<file path="config.mk">
export PLATFORM = sky130hd
export DESIGN_NAME = mpba_arbiter
export DESIGN_NICKNAME = d
export VERILOG_FILES = /design/src/mpba_sync.v /design/src/mpba_arbiter.v
export VERILOG_INCLUDE_DIRS = /design/src /design/src/src
export SDC_FILE = /design/constraint.sdc
export NUM_CORES = 1
export LEC_CHECK = 0
export BUFFER_PORTS_ARGS = -buffer_cell sky130_fd_sc_hd__buf_4
export CAP_MARGIN = 30
export CORE_ASPECT_RATIO = 1.75
export CORE_MARGIN = 4
export CORE_UTILIZATION = 40
export CTS_CLUSTER_SIZE = 40
export DETAILED_ROUTE_END_ITERATION = 10
export SETUP_SLACK_MARGIN = 0.4
export SLEW_MARGIN = 20
export SYNTH_ARGS = -nofsm -noshare
export SYNTH_HDL_FRONTEND = slang
export SYNTH_HIERARCHICAL = 1
export SYNTH_SLANG_ARGS = --single-unit
</file>
<file path="constraint.sdc">
create_clock -name i_ref_clk -period 9.9 [get_ports i_ref_clk]
set_input_delay 0.99 -clock i_ref_clk [delete_from_list [all_inputs] [get_ports i_ref_clk]]
set_output_delay 0.99 -clock i_ref_clk [all_outputs]
set_load 0.01 [all_outputs]
</file>
<file path="src/mpba_defines.vh">
// Constants for the multiprocessor bus arbiter
`ifndef MPBA_DEFINES_VH
`define MPBA_DEFINES_VH
// Number of processors and request lines sharing the bus
`define MPBA_NUM_PROC      8
// Width of the processor identifier
`define MPBA_ID_W          3
// Reset value of all active-low request lines (inactive high)
`define MPBA_REQ_IDLE      8'hff
// Bit position of the master-indicator strap
`define MPBA_STRAP_MASTER  0
// Bit position of the bus-lock strap
`define MPBA_STRAP_LOCK    1
// Width of the captured strap word
`define MPBA_STRAP_W       2
// Last turnaround count; the bus stays idle for this many cycles plus one between owners
`define MPBA_TURN_CYCLES   2'h1
`endif

</file>
<file path="src/mpba_sync.v">
// Two-flop synchroniser for a group of level inputs
`timescale 1ns/100ps
module mpba_sync
#(
    parameter W    = 1,
    parameter INIT = 1'b1
)
(
    // Clock and reset
    input  wire         i_ref_clk,
    input  wire         i_srst,
    // Raw and synchronised levels
    input  wire [W-1:0] i_async,
    output reg  [W-1:0] o_sync
);
    reg [W-1:0] stage1; // First flop, read only by o_sync

    // ----------------------------------------
    // Synchroniser flops
    // ----------------------------------------
    always @(posedge i_ref_clk)
    begin
        if (i_srst)
        begin
            stage1 <= {W{INIT}};
            o_sync <= {W{INIT}};
        end
        else
        begin
            stage1 <= i_async;
            o_sync <= stage1;
        end
    end
endmodule

</file>
<file path="src/mpba_arbiter.v">
// Multiprocessor external bus arbiter, device side
`timescale 1ns/100ps
`include "mpba_defines.vh"
module mpba_arbiter
(
    // Clock and reset
    input  wire       i_ref_clk,
    input  wire       i_srst,
    // Identity
    input  wire [2:0] i_processor_identifier,
    // Local requesters
    input  wire       i_core_req,
    input  wire       i_dma_req,
    input  wire       i_dma_hi_prio,
    input  wire       i_lock_req,
    input  wire       i_xact_busy,
    input  wire       i_sdram_sr_ack,
    // Shared request lines, active low
    input  wire [7:0] i_bus_request_lines_n,
    output reg  [7:0] o_bus_request_lines_n,
    output reg  [7:0] o_bus_request_lines_oe,
    // Host handshake, active low
    input  wire       i_host_bus_request_n,
    input  wire       i_back_off_input_n,
    input  wire       i_host_bus_grant_n,
    output reg        o_host_bus_grant_n,
    output reg        o_host_bus_grant_oe,
    // Priority lines, open drain, active low
    input  wire       i_core_priority_line_n,
    input  wire       i_dma_priority_line_n,
    output reg        o_core_priority_line_n,
    output reg        o_core_priority_line_oe,
    output reg        o_dma_priority_line_n,
    output reg        o_dma_priority_line_oe,
    // Indicator pins, also straps during reset
    input  wire       i_master_indicator_n,
    input  wire       i_bus_lock_indicator_n,
    output reg        o_master_indicator_n,
    output reg        o_bus_lock_indicator_n,
    output reg        o_bus_lock_indicator_oe,
    // Towards the local bus logic
    output reg        o_bus_granted,
    output reg        o_preempt,
    output reg        o_abort,
    output reg        o_bus_tristate,
    output reg        o_sdram_sr_req,
    output reg  [1:0] o_straps
);
    // ----------------------------------------
    // States, one-hot
    // ----------------------------------------
    localparam [5:0] ST_IDLE  = 6'h01; // Not owner
    localparam [5:0] ST_OWN   = 6'h02; // Owner, using bus
    localparam [5:0] ST_DRAIN = 6'h04; // Owner, finishing transaction
    localparam [5:0] ST_SREF  = 6'h08; // Putting SDRAM into self-refresh
    localparam [5:0] ST_HOST  = 6'h10; // Host holds the bus
    localparam [5:0] ST_TURN  = 6'h20; // Idle gap after release

    reg  [5:0] state;      // Current state
    reg  [5:0] next_state; // Next state
    reg  [1:0] turn_cnt;   // Turnaround count
    reg  [2:0] last_owner; // Most recent owner, for rotation
    reg  [2:0] my_id;      // Identifier captured at reset release
    reg        in_reset_d; // Reset seen last cycle

    wire [7:0] req_s;      // Synchronised request lines, active low
    wire       hbr_s;      // Synchronised host request, active low
    wire       back_off_input_s;     // Synchronised back-off, active low
    wire       hbg_s;      // Synchronised host grant, active low
    wire       cpa_s;      // Synchronised core priority, active low
    wire       dpa_s;      // Synchronised DMA priority, active low

    // ----------------------------------------
    // Input synchronisers
    // ----------------------------------------
    mpba_sync #(.W(13), .INIT(1'b1)) u_sync
    (
        .i_ref_clk (i_ref_clk),
        .i_srst    (i_srst),
        .i_async   ({i_bus_request_lines_n, i_host_bus_request_n,
                     i_back_off_input_n, i_host_bus_grant_n,
                     i_core_priority_line_n, i_dma_priority_line_n}),
        .o_sync    ({req_s, hbr_s, back_off_input_s, hbg_s, cpa_s, dpa_s})
    );

    // Decode an identifier into a one-hot line select
    function [7:0] id_onehot;
        input [2:0] id;
        begin
            id_onehot = 8'h01 << id;
        end
    endfunction

    // Rotating winner: first requester after the last owner
    function [2:0] pick_winner;
        input [7:0] req;
        input [2:0] last;
        integer     k;
        reg   [2:0] cand;
        reg         found;
        begin
            pick_winner = last;
            found       = 1'b0;
            for (k = 1; k <= 8; k = k + 1)
            begin
                cand = last + k[2:0];
                if (!found && req[cand])
                begin
                    pick_winner = cand;
                    found       = 1'b1;
                end
            end
        end
    endfunction

    // Local need for the bus
    wire       want    = i_core_req | i_dma_req;
    // Active-high view of all requests, own line included
    wire [7:0] req_all = ~req_s;
    wire       any_req = |req_all;
    // Owner parks while its request stays up, else the rotation moves on
    wire [2:0] owner   = req_all[last_owner] ? last_owner :
                         pick_winner(req_all, last_owner);
    wire       win     = any_req && (owner == my_id);
    // Other processors' requests, own line masked out
    wire [7:0] others  = req_all & ~id_onehot(my_id);
    // Peer wants to preempt; only effective on lower-class own traffic
    wire       core_pre = ~cpa_s & ~i_core_req & ~o_core_priority_line_oe;
    wire       dma_pre  = ~dpa_s & ~i_core_req & ~i_dma_hi_prio &
                          ~o_dma_priority_line_oe;
    wire       host_req = ~hbr_s;
    wire       host_done = hbr_s;

    // ----------------------------------------
    // Identifier and strap capture
    // ----------------------------------------
    always @(posedge i_ref_clk)
    begin
        in_reset_d <= i_srst;
        if (i_srst)
        begin
            // Straps sampled while reset is held
            o_straps[`MPBA_STRAP_MASTER] <= i_master_indicator_n;
            o_straps[`MPBA_STRAP_LOCK]   <= i_bus_lock_indicator_n;
            my_id <= i_processor_identifier;
        end
        else if (in_reset_d)
        begin
            my_id <= i_processor_identifier;
        end
    end

    // ----------------------------------------
    // Next-state logic
    // ----------------------------------------
    always @*
    begin
        next_state = state;
        case (state)
            ST_IDLE:
            begin
                // Only take the bus if the host is not holding it
                if (want && win && hbg_s && !host_req)
                    next_state = ST_OWN;
            end
            ST_OWN:
            begin
                if (!back_off_input_s)
                    next_state = ST_TURN;
                else if (host_req)
                    next_state = ST_DRAIN;
                else if (!want || core_pre || dma_pre)
                    next_state = ST_DRAIN;
                else if (!i_lock_req && (others != 8'h00))
                    next_state = ST_DRAIN;
            end
            ST_DRAIN:
            begin
                if (!back_off_input_s)
                    next_state = ST_TURN;
                else if (!i_xact_busy)
                    next_state = host_req ? ST_SREF : ST_TURN;
            end
            ST_SREF:
            begin
                if (i_sdram_sr_ack)
                    next_state = ST_HOST;
            end
            ST_HOST:
            begin
                if (host_done)
                    next_state = ST_TURN;
            end
            ST_TURN:
            begin
                if (turn_cnt == `MPBA_TURN_CYCLES)
                    next_state = ST_IDLE;
            end
            default:
                next_state = ST_IDLE;
        endcase
    end

    // ----------------------------------------
    // State, counters and owner tracking
    // ----------------------------------------
    always @(posedge i_ref_clk)
    begin
        if (i_srst)
        begin
            state      <= ST_IDLE;
            turn_cnt   <= 2'h0;
            last_owner <= 3'h7;
        end
        else
        begin
            state <= next_state;
            // Turnaround count restarts on entry
            if (state == ST_TURN)
                turn_cnt <= turn_cnt + 2'h1;
            else
                turn_cnt <= 2'h0;
            // Rotation pointer follows the owner; on a yield it moves past
            // us, so a waiting peer keeps the bus while it still requests
            if (state == ST_IDLE && any_req && hbg_s)
                last_owner <= owner;
            else if (state == ST_DRAIN && (others != 8'h00))
                last_owner <= pick_winner(others, my_id);
        end
    end

    // ----------------------------------------
    // Registered outputs
    // ----------------------------------------
    always @(posedge i_ref_clk)
    begin
        if (i_srst)
        begin
            o_bus_request_lines_n   <= `MPBA_REQ_IDLE;
            o_bus_request_lines_oe  <= 8'h00;
            o_host_bus_grant_n      <= 1'b1;
            o_host_bus_grant_oe     <= 1'b0;
            o_core_priority_line_n  <= 1'b0;
            o_core_priority_line_oe <= 1'b0;
            o_dma_priority_line_n   <= 1'b0;
            o_dma_priority_line_oe  <= 1'b0;
            o_master_indicator_n    <= 1'b1;
            o_bus_lock_indicator_n  <= 1'b1;
            o_bus_lock_indicator_oe <= 1'b0;
            o_bus_granted           <= 1'b0;
            o_preempt               <= 1'b0;
            o_abort                 <= 1'b0;
            o_bus_tristate          <= 1'b1;
            o_sdram_sr_req          <= 1'b0;
        end
        else
        begin
            // Own request line only, driven low while wanting the bus
            o_bus_request_lines_oe <= id_onehot(my_id);
            o_bus_request_lines_n  <= ~(id_onehot(my_id) &
                                        {8{want}});
            // Grant line driven only by the owner of the bus
            o_host_bus_grant_oe <= (next_state == ST_OWN) ||
                                   (next_state == ST_DRAIN) ||
                                   (next_state == ST_SREF) ||
                                   (next_state == ST_HOST);
            o_host_bus_grant_n  <= ~(next_state == ST_HOST);
            // Open drain: pull low, else release
            o_core_priority_line_n  <= 1'b0;
            o_core_priority_line_oe <= i_core_req;
            o_dma_priority_line_n   <= 1'b0;
            o_dma_priority_line_oe  <= i_dma_req &
                                       i_dma_hi_prio;
            // Debug master indicator
            o_master_indicator_n <= ~((next_state == ST_OWN) ||
                                      (next_state == ST_DRAIN));
            // Lock indication driven by owner only
            o_bus_lock_indicator_oe <= (next_state == ST_OWN) ||
                                       (next_state == ST_DRAIN);
            o_bus_lock_indicator_n  <= ~(i_lock_req &&
                                         (next_state == ST_OWN));
            // Local bus control
            o_bus_granted  <= (next_state == ST_OWN);
            o_preempt      <= (next_state == ST_DRAIN);
            o_abort        <= (state == ST_OWN || state == ST_DRAIN) &&
                              !back_off_input_s;
            o_bus_tristate <= !((next_state == ST_OWN) ||
                                (next_state == ST_DRAIN) ||
                                (next_state == ST_SREF));
            o_sdram_sr_req <= (next_state == ST_SREF) ||
                              (next_state == ST_HOST);
        end
    end
endmodule

</file>
==> metrics.txt <==
hpwl dp=9003 µm; final hold violations=0; PD cells=~240 nW/µm²; highest metal used=met4; Async SR Flop Fraction=0; Tcrit/Tclk final=0.4547; Post-Route WL=11940 µm; vias in the first global route=about 3900; final setup fails=0; Worst Path Max Fanout=16; worst vdd ir=roughly 0.00012 V; status=finished, final reports clean; Syn Inst Count=474; CTS Hold Bufs=0; first-pass GRT wire length=19470 µm; FF+latch count, synth=71; initial antenna violation count=0; DIE WIDTH=87.81 µm; initial drt markers=263; CTS Sinks=71; GPL Wtd Cong=0.9766; 1st-pass router iterations=4; full die area=12960 µm²; Resized cells post-CTS=0; Post-synth top flop=dfxtp_1; die height=147.7 µm; post-synthesis sequential area ratio=0.3301; clk_skew=about 0.0036 ns; CP Capture Type=register; via count=between 3000 and 4000; Hold WC Path Type=reg -> reg; final core occ=0.4782; Seq pwr share=0.296; RSZ-0062 raised after global routing=false; fmax=0.2222 GHz; buffer depth of the longest clock path=2; Total Power=1220 µW; Final ANT Viol Nets=0; I/O pin count=58; DRC viols=0; Worst Max-Slew Pin Slew=between 0.8 and 0.9 ns; Worst Setup Path Type=reg -> reg; Routed WL per cell=roughly 19 µm; static leakage power=0.002081 µW; Core Area=approximately 11000 µm²; antenna diode count=0; data required time of the worst path=10.08 ns; Pint=769.1 µW; Netlist cell types=85; Initial Util=0.4119; largest net degree at the start of global routing=56; max-cap viol count=0; clock power share=0.280; switching power=451.2 µW; Period minus WS final=4.501 ns; share of cells above drive strength 1=0.2214; fin nets=546; routed vias/inst=5.899; postcts setup bufs=0; Clock H-tree levels=3; row cnt=50; syn_area_per_cell=9.405 µm²; CP Data Arrival Time=4.68 ns; fill cell count=1022; GRT Overall Usage=0.1917; combinational share of power=0.424; M1 WL=~4300 µm; met3 routed WL=578 µm; Switching Share=0.3697; synth warn=6; clock transition at the registers of the reported paths=0.06 ns; EDFF count, synth=5; grt total ovfl=0; Slew Limit Headroom=0.4363; PortBufs=55; startpoint types=register; Sum Neg Setup Slack=0 ns; Post-Syn Area=4458 µm²; TritonCTS buffer count=9; TritonCTS clock tree=done; Final Slew Violations=0; dpl ws=5.467 ns; Clock Latency Late Sink=0.32 ns; P&R area growth vs syn=16.08%; Root Driver=clkbuf_16; met2 wire len=roughly 6500 µm; final setup margin=5.399 ns
## stage by stage
stage	hold slack (ns)	cell area, µm²	std cells
floorplan	0.3832	4462	475
global placement	0.3857	4860	629
detailed placement	0.3899	4860	629
CTS	0.4032	5175	645
global route	0.4128	5175	645
finish	0.4013	5175	645
## routing by layer
metal  up-vias  track usage
met3        37      0.03179
li1       1825            -
met4         0       0.1060
met5         -            0
met1      1805       0.2026
met2       138       0.3478
## power groups by stage
stage,clock network [µW],registers (µW),logic (µW)
floorplan,0,333,461
global placement,0,366,508
detailed placement,0,366,511
CTS,350,361,514
global route,361,367,565
finish,341,361,518
## synth_stat cells, types with 11 or more instances
library cell	count	area share
mux4_2	11	0.056
nor2b_1	16	0.022
nor2_1	41	0.035
nor3_1	19	0.021
a21oi_1	22	0.025
nand2_1	30	0.025
or2_1	27	0.038
clkbuf_1	16	0.013
inv_1	15	0.013
mux2i_1	13	0.029
o21ai_0	12	0.013
dfxtp_1	66	0.30
## cell type report
cell class | instances | area, µm² | area share
Multi-Input combinational cell | 355 | 2741 | 0.5297
Sequential cell | 71 | 1471 | 0.2843
Timing Repair Buffer | 56 | 420.4 | 0.08124
Clock buffer | 10 | 229.0 | 0.04425
Tap cell | 130 | 162.7 | 0.03143
Clock inverter | 6 | 86.33 | 0.01668
Inverter | 17 | 63.81 | 0.01233
## registers in the layout (all words and copies together), names as in the netlist, 2 cells and up
signal                  cells
last_owner                  3
state                       6
u_sync/o_sync              13
u_sync/stage1              13
my_id                       3
o_straps                    2
o_bus_request_lines_n       8
turn_cnt                    2
o_bus_request_lines_oe      8
## placed cells by master (no fill, tap or decap), types with 12 or more instances in the layout
master and count:
dfxtp_1 66, buf_4 56, nor2_1 41, nand2_1 30
or2_1 27, a21oi_1 22, nor3_1 19, nor2b_1 16
inv_1 15, mux2i_1 13, o21ai_0 12
## logic make-up (layout without fill, tap and decap cells)
| family | count (synthesis) | in the layout | share of synthesized area |
|---|---|---|---|
| AOI/OAI and AO/OA | 107 | 107 | 0.1892 |
| xor gates and xnor gates | 8 | 8 | 0.01572 |
| adders and majority gates | 10 | 10 | 0.02807 |
| buffers and inverters | 49 | 89 | 0.05585 |
| DFF | 71 | 71 | 0.3301 |
| muxes | 43 | 43 | 0.1603 |
| other | 1 | 2 | 0.0008412 |
| and+or+nand+nor | 185 | 185 | 0.2200 |
## critical path, stage by stage, from the launching register on
cell and delay, ns:
dfxtp_1 0.83, inv_1 0.18, ha_1 0.72, mux4_2 0.68, mux2i_2 0.45, nor4b_1 0.16
o31ai_1 0.44, xnor2_1 0.23, o2111ai_4 0.19, o41ai_4 0.37, nor3_1 0.09
## final timing paths
kind                            slack [ns]                end         startpoint  depth (start not counted)
worst max-delay path                  5.40     o_bus_tristate      last_owner[0]                         10
worst min register to register        0.40  u_sync/o_sync[10]  u_sync/stage1[10]                          1
worst max register to register        5.40     o_bus_tristate      last_owner[0]                         10
worst min-delay path                  0.40  u_sync/o_sync[10]  u_sync/stage1[10]                          1
Power figures use the tool's default switching activity.
